<file path="src/tmr_pkg.sv">
// Package with register map, field layout and modes of the dual cascadable timer
package tmr_pkg;
  localparam logic [3:0] ADDR_CTRL_LO  = 4'h0;
  localparam logic [3:0] ADDR_CTRL_HI  = 4'h1;
  localparam logic [3:0] ADDR_CMP_LO   = 4'h2;
  localparam logic [3:0] ADDR_CMP_HI   = 4'h3;
  localparam logic [3:0] ADDR_DUTY_LO  = 4'h4;
  localparam logic [3:0] ADDR_DUTY_HI  = 4'h5;
  localparam logic [3:0] ADDR_CNT_LO   = 4'h6;
  localparam logic [3:0] ADDR_CNT_HI   = 4'h7;
  localparam logic [3:0] ADDR_STATUS   = 4'h8;
  localparam int         NUM_REGS      = 16;
  localparam int         FLD_MODE_LSB  = 0;
  localparam int         FLD_RUN_BIT   = 3;
  localparam int         FLD_CLK_LSB   = 4;
  localparam int         FLD_FF_BIT    = 7;
  localparam logic [7:0] CTRL_RESET    = 8'h00;
  localparam logic [7:0] CMP_RESET     = 8'h00;
  localparam logic [7:0] DUTY_RESET    = 8'h00;
  localparam int         PRE_WIDTH     = 11;
  localparam int         PIN_CLK_SEL   = 7;
  typedef enum logic [2:0] {
    MODE_TIMER   = 3'b000,
    MODE_DIV     = 3'b001,
    MODE_PWM     = 3'b010,
    MODE_RSVD    = 3'b011,
    MODE_TIMER16 = 3'b100,
    MODE_WARMUP  = 3'b101,
    MODE_PWM16   = 3'b110,
    MODE_PULSE16 = 3'b111
  } mode_t;
endpackage : tmr_pkg

</file>
<file path="src/dual_timer.sv">
// Dual 8-bit timer/counter, chainable to 16 bits, with a plain register port
//
// The plain strobed port and the address map were chosen for this implementation.
`timescale 1ns/10ps
module dual_timer
  import tmr_pkg::*;
#(
  parameter int PRE_BITS = PRE_WIDTH
) (
  input  wire logic       clk,
  input  wire logic       arst_n,
  input  wire logic [3:0] addr,
  input  wire logic [7:0] wrData,
  input  wire logic       wrStrobe,
  input  wire logic       rdStrobe,
  output logic [7:0]      rdData,
  input  wire logic       prescalerSourceSelect,
  input  wire logic       lowSpeedPowerMode,
  input  wire logic       slowTick,
  input  wire logic       eventPinLo,
  input  wire logic       eventPinHi,
  output logic            channelMatchInterruptLo,
  output logic            channelMatchInterruptHi,
  output logic            dividerOutputPinLo,
  output logic            dividerOutputPinHi,
  output logic            pulseGenOutputPin
);
  logic [7:0]          ctrlLo, ctrlHi, cmpLo, cmpHi, dutyLo, dutyHi;
  logic [PRE_BITS-1:0] prescaler;
  logic [PRE_BITS-1:0] prescalerPrev;
  logic [1:0]          pinSample;
  logic [7:0]          countLo, countHi;
  logic                ffLo, ffHi, matchLo, matchHi, wrapLo, wrapHi;

  wire logic [2:0] modeLo = ctrlLo[FLD_MODE_LSB +: 3];
  wire logic [2:0] modeHi = ctrlHi[FLD_MODE_LSB +: 3];
  wire logic       chained = modeHi[2];
  wire logic       runLo  = chained ? ctrlHi[FLD_RUN_BIT] : ctrlLo[FLD_RUN_BIT];
  wire logic       runHi  = ctrlHi[FLD_RUN_BIT];

  // Falling-edge detect on the divider taps and the event pins
  wire logic [PRE_BITS-1:0] tapFall = prescalerPrev & ~prescaler;
  wire logic [1:0]          pinFall = pinSample & ~{eventPinHi, eventPinLo};

  function automatic logic pick_tick(input logic [2:0] sel, input logic pinEdge);
    unique case (sel)
      3'd0:    pick_tick = prescalerSourceSelect || lowSpeedPowerMode ? slowTick : tapFall[10];
      3'd1:    pick_tick = tapFall[6];
      3'd2:    pick_tick = tapFall[4];
      3'd3:    pick_tick = tapFall[2];
      3'd4:    pick_tick = slowTick;
      3'd5:    pick_tick = tapFall[0];
      3'd6:    pick_tick = 1'b1;
      3'd7:    pick_tick = pinEdge;
    endcase
  endfunction : pick_tick

  // Chained modes take the source from the lower stage select only
  wire logic tickLo = pick_tick(ctrlLo[FLD_CLK_LSB +: 3], pinFall[0]);
  wire logic tickHiOwn = pick_tick(ctrlHi[FLD_CLK_LSB +: 3], pinFall[1]);
  wire logic tickHi = chained ? wrapLo : tickHiOwn;

  wire logic [15:0] count16 = {countHi, countLo};
  wire logic [15:0] next16  = count16 + 16'h0001;
  wire logic        hit16   = chained && runHi && tickLo && (next16 == {cmpHi, cmpLo});

  always_ff @(posedge clk or negedge arst_n) begin
    if (!arst_n) begin
      prescaler     <= '0;
      prescalerPrev <= '0;
      pinSample     <= 2'h0;
    end else begin
      prescaler     <= prescaler + {{(PRE_BITS-1){1'b0}}, 1'b1};
      prescalerPrev <= prescaler;
      pinSample     <= {eventPinHi, eventPinLo};
    end
  end

  // In chained mode the stages count freely and the 16-bit match clears both
  logic clr16;
  always_ff @(posedge clk or negedge arst_n) begin
    if (!arst_n) begin
      clr16 <= 1'b0;
    end else begin
      clr16 <= hit16;
    end
  end

  tmr_stage #(.WIDTH(8)) stageLo (
    .clk       (clk),
    .arst_n    (arst_n),
    .run       (runLo && !(chained && hit16)),
    .tick      (tickLo),
    .mode      (chained ? MODE_RSVD : modeLo),
    .ffInit    (ctrlLo[FLD_FF_BIT]),
    .cmpValue  (chained ? 8'h00 : cmpLo),
    .dutyValue (dutyLo),
    .count     (countLo),
    .outFf     (ffLo),
    .match     (matchLo),
    .wrap      (wrapLo)
  );

  tmr_stage #(.WIDTH(8)) stageHi (
    .clk       (clk),
    .arst_n    (arst_n),
    .run       (runHi && !(chained && hit16)),
    .tick      (tickHi),
    .mode      (chained ? MODE_RSVD : modeHi),
    .ffInit    (ctrlHi[FLD_FF_BIT]),
    .cmpValue  (chained ? 8'h00 : cmpHi),
    .dutyValue (dutyHi),
    .count     (countHi),
    .outFf     (ffHi),
    .match     (matchHi),
    .wrap      (wrapHi)
  );

  // Lower stage interrupt is silent when chained; the 16-bit match reports on the upper
  assign channelMatchInterruptLo = matchLo && !chained;
  assign channelMatchInterruptHi = chained ? hit16 : matchHi;
  assign dividerOutputPinLo      = ~ffLo;
  assign dividerOutputPinHi      = ~ffHi;
  assign pulseGenOutputPin       = ~ffHi;

  always_ff @(posedge clk or negedge arst_n) begin
    if (!arst_n) begin
      ctrlLo <= CTRL_RESET;
      ctrlHi <= CTRL_RESET;
      cmpLo  <= CMP_RESET;
      cmpHi  <= CMP_RESET;
      dutyLo <= DUTY_RESET;
      dutyHi <= DUTY_RESET;
    end else if (wrStrobe) begin
      unique case (addr)
        ADDR_CTRL_LO: ctrlLo <= wrData;
        ADDR_CTRL_HI: ctrlHi <= wrData;
        ADDR_CMP_LO:  cmpLo  <= wrData;
        ADDR_CMP_HI:  cmpHi  <= wrData;
        ADDR_DUTY_LO: dutyLo <= wrData;
        ADDR_DUTY_HI: dutyHi <= wrData;
        default: ;
      endcase
    end
  end

  wire logic [7:0] statusWord = {4'h0, ffHi, ffLo, runHi, runLo};
  wire logic [7:0] readMux =
      (addr == ADDR_CTRL_LO) ? ctrlLo :
      (addr == ADDR_CTRL_HI) ? ctrlHi :
      (addr == ADDR_CMP_LO)  ? cmpLo  :
      (addr == ADDR_CMP_HI)  ? cmpHi  :
      (addr == ADDR_DUTY_LO) ? dutyLo :
      (addr == ADDR_DUTY_HI) ? dutyHi :
      (addr == ADDR_CNT_LO)  ? countLo :
      (addr == ADDR_CNT_HI)  ? countHi :
      (addr == ADDR_STATUS)  ? statusWord : 8'h00;

  always_ff @(posedge clk or negedge arst_n) begin
    if (!arst_n) begin
      rdData <= 8'h00;
    end else if (rdStrobe) begin
      rdData <= readMux;
    end else begin
      rdData <= 8'h00;
    end
  end

  stop_clears_a: assert property (@(posedge clk) disable iff (!arst_n)
    !runLo && !chained |=> countLo == 8'h00) else $error("stopped counter not zero");
  match_clears_a: assert property (@(posedge clk) disable iff (!arst_n)
    channelMatchInterruptLo && modeLo == MODE_TIMER |=> countLo == 8'h00) else $error("no clear on match");
  match_value_a: assert property (@(posedge clk) disable iff (!arst_n)
    channelMatchInterruptLo && modeLo == MODE_TIMER |-> countLo + 8'h01 == cmpLo) else $error("match at wrong count");
  irq_pulse_a: assert property (@(posedge clk) disable iff (!arst_n)
    channelMatchInterruptLo && cmpLo != 8'h01 && modeLo == MODE_TIMER |=> !channelMatchInterruptLo)
    else $error("interrupt longer than one cycle");
  count_step_a: assert property (@(posedge clk) disable iff (!arst_n)
    runLo && !chained && tickLo && !matchLo |=> countLo == $past(countLo) + 8'h01) else $error("no increment");
  hold_idle_a: assert property (@(posedge clk) disable iff (!arst_n)
    runLo && !chained && !tickLo |=> countLo == $past(countLo)) else $error("counted without tick");
  chain_carry_a: assert property (@(posedge clk) disable iff (!arst_n)
    chained && runHi && wrapLo && !hit16 |=> countHi == $past(countHi) + 8'h01) else $error("no carry");
  chain_irq_a: assert property (@(posedge clk) disable iff (!arst_n)
    chained && hit16 |=> count16 == 16'h0000) else $error("16-bit match did not clear");
  restart_a: assert property (@(posedge clk) disable iff (!arst_n)
    channelMatchInterruptLo && modeLo == MODE_TIMER ##1 runLo && tickLo && cmpLo != 8'h01 |=> countLo == 8'h01)
    else $error("no restart after clear");
  // Chained clear lands one cycle after the 16-bit match
  chain_clear_a: assert property (@(posedge clk) disable iff (!arst_n)
    clr16 |-> count16 == 16'h0000) else $error("chained count not cleared");
  chain_hold_a: assert property (@(posedge clk) disable iff (!arst_n)
    chained && runHi && !tickLo |=> count16 == $past(count16)) else $error("chain moved without lower tick");
  lo_quiet_a: assert property (@(posedge clk) disable iff (!arst_n)
    chained |-> !channelMatchInterruptLo) else $error("lower interrupt while chained");
  cmp_direct_a: assert property (@(posedge clk) disable iff (!arst_n)
    wrStrobe && addr == ADDR_CMP_LO |=> cmpLo == $past(wrData)) else $error("compare not taken at once");
  div_toggle_a: assert property (@(posedge clk) disable iff (!arst_n)
    modeLo == MODE_DIV && !chained && matchLo |=> ffLo != $past(ffLo)) else $error("divider did not toggle");
  stop_ff_a: assert property (@(posedge clk) disable iff (!arst_n)
    !runLo && !chained |=> ffLo == $past(ctrlLo[FLD_FF_BIT])) else $error("stopped flip-flop not loaded");
  read_data_a: assert property (@(posedge clk) disable iff (!arst_n)
    rdStrobe |=> rdData == $past(readMux)) else $error("read data wrong");
  read_idle_a: assert property (@(posedge clk) disable iff (!arst_n)
    !rdStrobe |=> rdData == 8'h00) else $error("read data without strobe");
endmodule : dual_timer

</file>
<file path="src/tmr_stage.sv">
// One 8-bit counting stage with compare, duty compare and output flip-flop
`timescale 1ns/10ps
module tmr_stage
  import tmr_pkg::*;
#(
  parameter int WIDTH = 8
) (
  input  wire logic             clk,
  input  wire logic             arst_n,
  input  wire logic             run,
  input  wire logic             tick,
  input  wire logic [2:0]       mode,
  input  wire logic             ffInit,
  input  wire logic [WIDTH-1:0] cmpValue,
  input  wire logic [WIDTH-1:0] dutyValue,
  output logic [WIDTH-1:0]      count,
  output logic                  outFf,
  output logic                  match,
  output logic                  wrap
);
  wire logic [WIDTH-1:0] nextUp  = count + {{(WIDTH-1){1'b0}}, 1'b1};
  wire logic             isPwm   = (mode == MODE_PWM);
  wire logic             isDiv   = (mode == MODE_DIV);
  wire logic             hitCmp  = run && tick && !isPwm && (nextUp == cmpValue);
  wire logic             hitDuty = run && tick && isPwm && (nextUp == dutyValue);
  wire logic             ovf     = run && tick && isPwm && (count == {WIDTH{1'b1}});

  assign match = hitCmp || ovf;
  assign wrap  = run && tick && (count == {WIDTH{1'b1}});

  always_ff @(posedge clk or negedge arst_n) begin
    if (!arst_n) begin
      count <= '0;
    end else if (!run) begin
      count <= '0;
    end else if (hitCmp || ovf) begin
      count <= '0;
    end else if (tick) begin
      count <= nextUp;
    end
  end

  always_ff @(posedge clk or negedge arst_n) begin
    if (!arst_n) begin
      outFf <= 1'b0;
    end else if (!run) begin
      outFf <= ffInit;
    end else if ((isDiv && hitCmp) || hitDuty || ovf) begin
      outFf <= ~outFf;
    end
  end
endmodule : tmr_stage
</file>
<file path="config.mk">
export PLATFORM = sky130hd
export DESIGN_NAME = dual_timer
export DESIGN_NICKNAME = d
export VERILOG_FILES = /design/src/tmr_pkg.sv /design/src/dual_timer.sv /design/src/tmr_stage.sv
export SDC_FILE = /design/constraint.sdc
export NUM_CORES = 1
export LEC_CHECK = 0
export ABC_AREA = 0
export BUFFER_PORTS_ARGS = -buffer_cell sky130_fd_sc_hd__buf_2
export CAP_MARGIN = 10
export CORE_MARGIN = 8
export CORE_UTILIZATION = 30
export CTS_CLUSTER_SIZE = 8
export DETAILED_ROUTE_END_ITERATION = 8
export SYNTH_ARGS = -nofsm -noshare
export SYNTH_HDL_FRONTEND = slang
export SYNTH_SLANG_ARGS = --single-unit
export TNS_END_PERCENT = 5
</file>
<file path="constraint.sdc">
create_clock -name clk -period 2.8 [get_ports clk]
set_clock_uncertainty 0.15 [all_clocks]
set_input_delay 0.28 -clock clk [delete_from_list [all_inputs] [get_ports clk]]
set_output_delay 0.28 -clock clk [all_outputs]
set_load 0.03 [all_outputs]
</file>
### Word level (Yosys, flattened, before mapping)

Index checks and enable logic that the tools add are counted.

| word-level totals | value |
|---|---|
| input port bits | 21 |
| register bits | 98 |

| cells by class | value |
|---|---|
| eq/ne operators | 37 |
| mux-type cells | 30 |
| add/subtract/negate cells | 4 |
| reduce and logical (&&, ||, !) cells | 42 |
| bitwise operators | 6 |

Operator list:

| operator | count |
|---|---|
| two-way mux 8 bit | 17 |
| == test 8 bit | 4 |
| == test 3 bit, second input constant | 8 |
| logical AND 1 bit | 22 |
| adder 16 x 1 -> 16 bit, second input constant | 1 |
| adder 8 x 1 -> 8 bit, second input constant | 2 |
| == test 16 bit | 1 |
| == test 4 x 3 -> 1 bit, second input constant | 4 |
| == test 8 bit, second input constant | 2 |
| case mux 1 bit (8 select lines) | 2 |
| == test 3 x 2 -> 1 bit, second input constant | 5 |
| AND reduction 2 bit | 6 |
| adder 11 x 1 -> 11 bit, second input constant | 1 |
| bitwise AND 11 bit | 1 |
| NOT 11 bit | 1 |
| == test 3 x 1 -> 1 bit, second input constant | 3 |
| == test 4 x 2 -> 1 bit, second input constant | 2 |
| two-way mux 1 bit | 8 |
| logical OR 1 bit | 7 |
| zero test 3 bit | 2 |
| inequality test 3 bit, second input constant | 2 |
| == test 4 x 1 -> 1 bit, second input constant | 1 |
| == test 4 bit, second input constant | 1 |
| zero test 1 bit | 4 |
| other kinds (10) | 12 |

### Longest topological paths before layout

| depth | value |
|---|---|
| depth after elaboration | 20 |
| mapped depth | 11 |
| depth with buffers taken out | 9 |

### Modules after synthesis

Synthesis repeated with hierarchy kept, for this count alone.

| unflattened totals | value |
|---|---|
| cell total of the unflattened synthesis | 669 |
| area, all modules | 6,516.2 um^2 |

Modules (own cells, without submodules):

| module | cells an instance | seq. area each (um^2) | area an instance (um^2) | times used |
|---|---|---|---|---|
| dual_timer | 409 | 1,851.8 | 4,347.9 | 1 |
| tmr_stage (stageLo) | 136 | 225.2 | 1,097.3 | 1 |
| tmr_stage (stageHi) | 124 | 225.2 | 1,071.0 | 1 |

### Worst setup path before layout

Ideal clock, no wire load.

| timing | value |
|---|---|
| path type | reg2out |
| start | register stageHi.count[1] |
| end | output port channelMatchInterruptHi |
| data arrival time | 2,669 ps |
| required time | 2,370 ps |
| stages on the path, launching flop included | 11 |
| setup slack | -299 ps |
| cells stage by stage | dfrtp_1 -> ha_1 -> buf_2 -> and3_1 -> buf_2 -> nand3_1 -> a2111oi_0 -> a211oi_1 -> nor3_2 -> nor2_1 -> o22ai_1 |

| on the way | value |
|---|---|
| longest elaborated chain between the ends | 14 |
| elaborated cells on any way between the ends | 20 |
| classes of those cells | add/sub (2); eq/ne (3); mux (2); reduce/logical (13) |

Ends and longest elaborated chain:

| item | RTL line | source |
|---|---|---|
| start, declared | tmr_stage.sv:16 | `output logic [WIDTH-1:0] count,` |
| start signal, assigned | tmr_stage.sv:39 | `count <= nextUp;` |
| adder 16 x 1 -> 16 bit | dual_timer.sv:64 | `wire logic [15:0] next16 = count16 + 16'h0001;` |
| == test 16 bit | dual_timer.sv:65 | `wire logic hit16 = chained && runHi && tickLo && (next16 == {cmpHi, cmpLo});` |
| logical AND 1 bit | dual_timer.sv:65 |  |
| logical AND 1 bit | dual_timer.sv:92, dual_timer.sv:107 |  |
| zero test 1 bit | dual_timer.sv:92, dual_timer.sv:107 |  |
| logical AND 1 bit | dual_timer.sv:92 | `.run (runLo && !(chained && hit16)),` |
| logical AND 1 bit (2 in series) | tmr_stage.sv:29 | `assign wrap = run && tick && (count == {WIDTH{1'b1}});` |
| two-way mux 1 bit | dual_timer.sv:61 | `wire logic tickHi = chained ? wrapLo : tickHiOwn;` |
| logical AND 1 bit | tmr_stage.sv:24, tmr_stage.sv:26 |  |
| logical AND 1 bit (on tied branches) (2 in series) | tmr_stage.sv:24, tmr_stage.sv:26 |  |
| logical OR 1 bit | tmr_stage.sv:28 | `assign match = hitCmp \|\| ovf;` |
| two-way mux 1 bit (*) | dual_timer.sv:121 | `assign channelMatchInterruptHi = chained ? hit16 : matchHi;` |
| end, declared | dual_timer.sv:23 | `output logic channelMatchInterruptHi,` |

Mark *: on every way between the ends. The rest lies on a longest branch, timed or not.

### Worst setup path in the final report

| timing | value |
|---|---|
| start | register stageLo.count[1] |
| end | output port channelMatchInterruptLo |

| on the way | value |
|---|---|
| longest elaborated chain between the ends | 11 |
| elaborated cells on any way between the ends | 16 |
| classes of those cells | add/sub (2); eq/ne (3); reduce/logical (11) |

Ends and longest elaborated chain:

| item | RTL line | source |
|---|---|---|
| start, declared | tmr_stage.sv:16 |  |
| start signal, assigned | tmr_stage.sv:39 |  |
| adder 16 x 1 -> 16 bit | dual_timer.sv:64 |  |
| == test 16 bit | dual_timer.sv:65 |  |
| logical AND 1 bit | dual_timer.sv:65 |  |
| logical AND 1 bit | dual_timer.sv:92 |  |
| zero test 1 bit | dual_timer.sv:92 |  |
| logical AND 1 bit | dual_timer.sv:92 |  |
| logical AND 1 bit | tmr_stage.sv:24, tmr_stage.sv:26 |  |
| logical AND 1 bit (on tied branches) (2 in series) | tmr_stage.sv:24, tmr_stage.sv:26 |  |
| logical OR 1 bit (*) | tmr_stage.sv:28 |  |
| logical AND 1 bit (*) | dual_timer.sv:120 | `assign channelMatchInterruptLo = matchLo && !chained;` |
| end, declared | dual_timer.sv:22 | `output logic channelMatchInterruptLo,` |

Marks and branches as above.

==> flow_summary.ini <==
[timing]
setup_repair_after_global_routing_missed_its_margin = yes
period_minus_slack_ns = 3.11
totalNegativeSetupSlack_ns = -0.493
period_share = 1.11
tightest_pin_transition_ns = 0.718
setup_viol_count_final = 2
slew_viol_final = 0
holdWs_ns = 0.0818
layout_setup_ws_ns = -0.308
final_hold_viol_count = 0
achievable-frequency_mhz = 322
worst_slew_margin_rel = 0.521

[setup_path]
criticalPathCategory = reg2out
timing.critical_path.slowest_stage_cell = sky130_fd_sc_hd__or4_4
crit_fanout = 4
critPathLaunchType = flop
crit_path_cell_chain = ha_4 > nand2_1 > or3_4 > a311o_1 > or4_4 > a21oi_2 > a21o_4 > and4b_2 > buf_6
critical_path_arrival_ns = 2.68
critPathMaxStageDelay_ns = 0.43
path_delay_family = simple AND/OR/NAND/NOR gates
cp.buffers_inverters = 1
end_kind = output pin
critPathRequiredTime_ns = 2.37

[yosys]
yosysTopAreaCellShare = 0.405
synth.lib_cells_used.distinct = 67
synth.top_cells.by_area = sky130_fd_sc_hd__dfrtp_1 (40%), sky130_fd_sc_hd__mux2_2 (10%), sky130_fd_sc_hd__xnor2_1 (4.9%), sky130_fd_sc_hd__mux2i_1 (2.6%), sky130_fd_sc_hd__xor2_1 (2.6%)
async_flop_share = 1.00
count_of_yosys_warnings_during_synthesis = 0
mappedNetlistNets = 596
flip_flop_and_latch_count_after_synthesis = 92
synth-edff-count = 0
synth_sequential_area_ratio = 0.405
synth_ff_type = sky130_fd_sc_hd__dfrtp_1
syn-cell-area_um2 = 5690
count_of_mapped_cells_out_of_synthesis = 572
netlist.top_cell.by_area = sky130_fd_sc_hd__dfrtp_1
syn_avg_cell_area_um2 = 9.95

[power_and_ir_drop]
p_per_area_nw_per_um2 = 632
worst_supply_voltage_drop_on_vdd_uv = 369
totalPowerFinal_mw = 4.38
power.leakage_nw = 2.94

[place]
count_of_buffers_inserted_at_the_top_level_ports = 33
hpwlAfterDp_mm = 12.9
place_congestion = 0.889
placement.cell_area_um2 = 6520

[drt]
num_vias = 4819
avgViaCountPerCell = 5.42
totalWireLength_mm = 16.8
remaining_number_of_nets_flagged_by_the_antenna_check_after_routing = 0
drt-wirelength-per-cell_um = 18.9
dr.first_iter.drc_count = 397
drcViolationCount = 0
dr.pass1.iters = 5

[final_layout]
areaGrowthSynthToFinish_pct = 21.7
finalNetCount = 674
post-route-util = 0.371
antenna_cells = 0
post_route_cells_drive_above_1_share = 0.311
fin_area_um2 = 6930

[clocking]
cts_max_path_buffers = 2
numCtsBuffers = 9
clk-insertion-delay-late_ns = 0.36
tritoncts = yes
post-cts-setup-buffer-count = 0
h-tree-depth = 3
clk_pin_slew_worst_paths_ns = 0.07
numClockSinks = 92
clock_root_buffer = sky130_fd_sc_hd__clkbuf_16

[job]
number_of_maximum_capacitance_violations = 0

[run_status]
failed_checks = setup timing
run_status = finished with violations

[grt]
grt.overflow.total = 0
groute.usage.overall = 0.143
grt_pass1_wl_mm = 26.8
grt_max_degree = 57
vias_in_the_first_global_route = 4806
antenna_violations_before_repair = 0

[die]
start_util = 0.305
fp.coreArea_um2 = 18600
io_pins = 34
die-area_um2 = 23600
rows = 50
die-height_um = 154
die_x_um = 154

[worst_hold_path]
min_path_type = in2reg
-- worst paths after layout --
path | endpoint | slack (ns) | depth (start not counted) | startpoint
worst max-delay path | channelMatchInterruptLo | -0.31 | 9 | stageLo.count[1]
worst min register to register | prescalerPrev[10] | 0.27 | 0 | prescaler[10]
worst max register to register | stageLo.count[2] | 0.03 | 9 | prescaler[10]
worst min-delay path | ctrlLo[0] | 0.08 | 2 | wrData[0]
min in group asynchronous | prescaler[8] | 0.37 | 2 | arst_n
max in group asynchronous | cmpLo[0] | 1.49 | 3 | arst_n
-- kinds of logic after synthesis --
group | share of synthesized area
multiplexers | 0.141
buffers and inverters | 0.0369
XOR/XNOR | 0.0875
AND/OR/NAND/NOR | 0.176
adder cells (fa/ha/maj) | 0.00660
AO/OA/AOI/OAI | 0.147
flip-flops | 0.405
-- stage by stage --
stage	cells	setup WS [ns]
after detailed placement	870	-0.0578
after global placement	870	-0.00340
after CTS	889	-0.328
after floorplan	572	-0.00328
final	889	-0.308
after global routing	889	-0.425
-- sequential cells by signal, summed over array words and instances, names as in the netlist, 8 cells and up --
signal and flops:
cmpHi 8, dutyLo 8, rdData 8, stageHi.count 8, cmpLo 8, prescaler 11, dutyHi 8, stageLo.count 8
ctrlLo 8, ctrlHi 8
-- power by group --
part           switching (mW)  internal, mW
Clock                   0.609         0.632
Sequential              0.274          1.53
Combinational           0.689         0.649
-- layout make-up --
class / instances / area [um2]
clock buffer: 9 / 225
clock inverter: 7 / 77.6
fill: 1852 / 11700
inverter: 14 / 52.6
multi-input combinational: 432 / 3260
sequential: 92 / 2310
tap: 234 / 293
timing repair buffer: 101 / 711
-- layer usage --
layer | track usage | vias to the layer above | share of wire
met5 | 0 | - | 0
met4 | 0.0551 | 0 | 0.027
met3 | 0.0227 | 33 | 0.060
met2 | 0.224 | 172 | 0.46
met1 | 0.196 | 2351 | 0.46
li1 | - | 2263 | -
-- cell usage after synthesis (3+ instances only) --
master                     number
sky130_fd_sc_hd__mux2_2        51
sky130_fd_sc_hd__a211oi_1       8
sky130_fd_sc_hd__or2_2          3
sky130_fd_sc_hd__a311o_1        3
sky130_fd_sc_hd__buf_1          4
sky130_fd_sc_hd__inv_1         14
sky130_fd_sc_hd__nor2_1        28
sky130_fd_sc_hd__a22oi_1        5
sky130_fd_sc_hd__nor2b_1        5
sky130_fd_sc_hd__dfrtp_1       92
sky130_fd_sc_hd__nand4_1        7
sky130_fd_sc_hd__a31oi_1       10
sky130_fd_sc_hd__o211ai_1       4
sky130_fd_sc_hd__xnor2_1       32
sky130_fd_sc_hd__nor3_1         9
sky130_fd_sc_hd__o21ai_0       24
sky130_fd_sc_hd__nand3_1       29
sky130_fd_sc_hd__and2_1         3
sky130_fd_sc_hd__ha_1           3
sky130_fd_sc_hd__a21oi_1       29
sky130_fd_sc_hd__o31ai_1        3
sky130_fd_sc_hd__buf_2         12
sky130_fd_sc_hd__o22ai_1        8
sky130_fd_sc_hd__nand2_1       36
sky130_fd_sc_hd__mux4_2         3
sky130_fd_sc_hd__a21o_1         3
sky130_fd_sc_hd__nand3b_1       7
sky130_fd_sc_hd__mux2i_1       15
sky130_fd_sc_hd__a21boi_0       4
sky130_fd_sc_hd__buf_4          4
sky130_fd_sc_hd__o21a_1         7
sky130_fd_sc_hd__clkbuf_1      14
sky130_fd_sc_hd__nor4_1        10
sky130_fd_sc_hd__and3_1        13
sky130_fd_sc_hd__nand2b_1      14
sky130_fd_sc_hd__xor2_1        17
-- cell usage in the layout (no fill, tap or decap), types with 10 or more instances in the layout --
master                     instances
sky130_fd_sc_hd__buf_2            30
sky130_fd_sc_hd__and3_1           10
sky130_fd_sc_hd__a21oi_1          28
sky130_fd_sc_hd__nand2_1          36
sky130_fd_sc_hd__xnor2_1          32
sky130_fd_sc_hd__mux2i_1          15
sky130_fd_sc_hd__buf_4            65
sky130_fd_sc_hd__inv_1            14
sky130_fd_sc_hd__nor2_1           27
sky130_fd_sc_hd__mux2_2           51
sky130_fd_sc_hd__xor2_1           17
sky130_fd_sc_hd__dfrtp_1          89
sky130_fd_sc_hd__nand2b_1         14
sky130_fd_sc_hd__o21ai_0          24
sky130_fd_sc_hd__nand3_1          29
-- timing repair --
| action | in CTS | in global routing |
|---|---|---|
| resized for setup | 7 | 15 |
| endpoints found under the setup margin | 9 | 18 |
| hold buffers | 3 | 0 |
| pin swaps | 2 | 0 |
| hold endpoints to repair | 56 | 0 |
(Power assumes the default switching activity.)
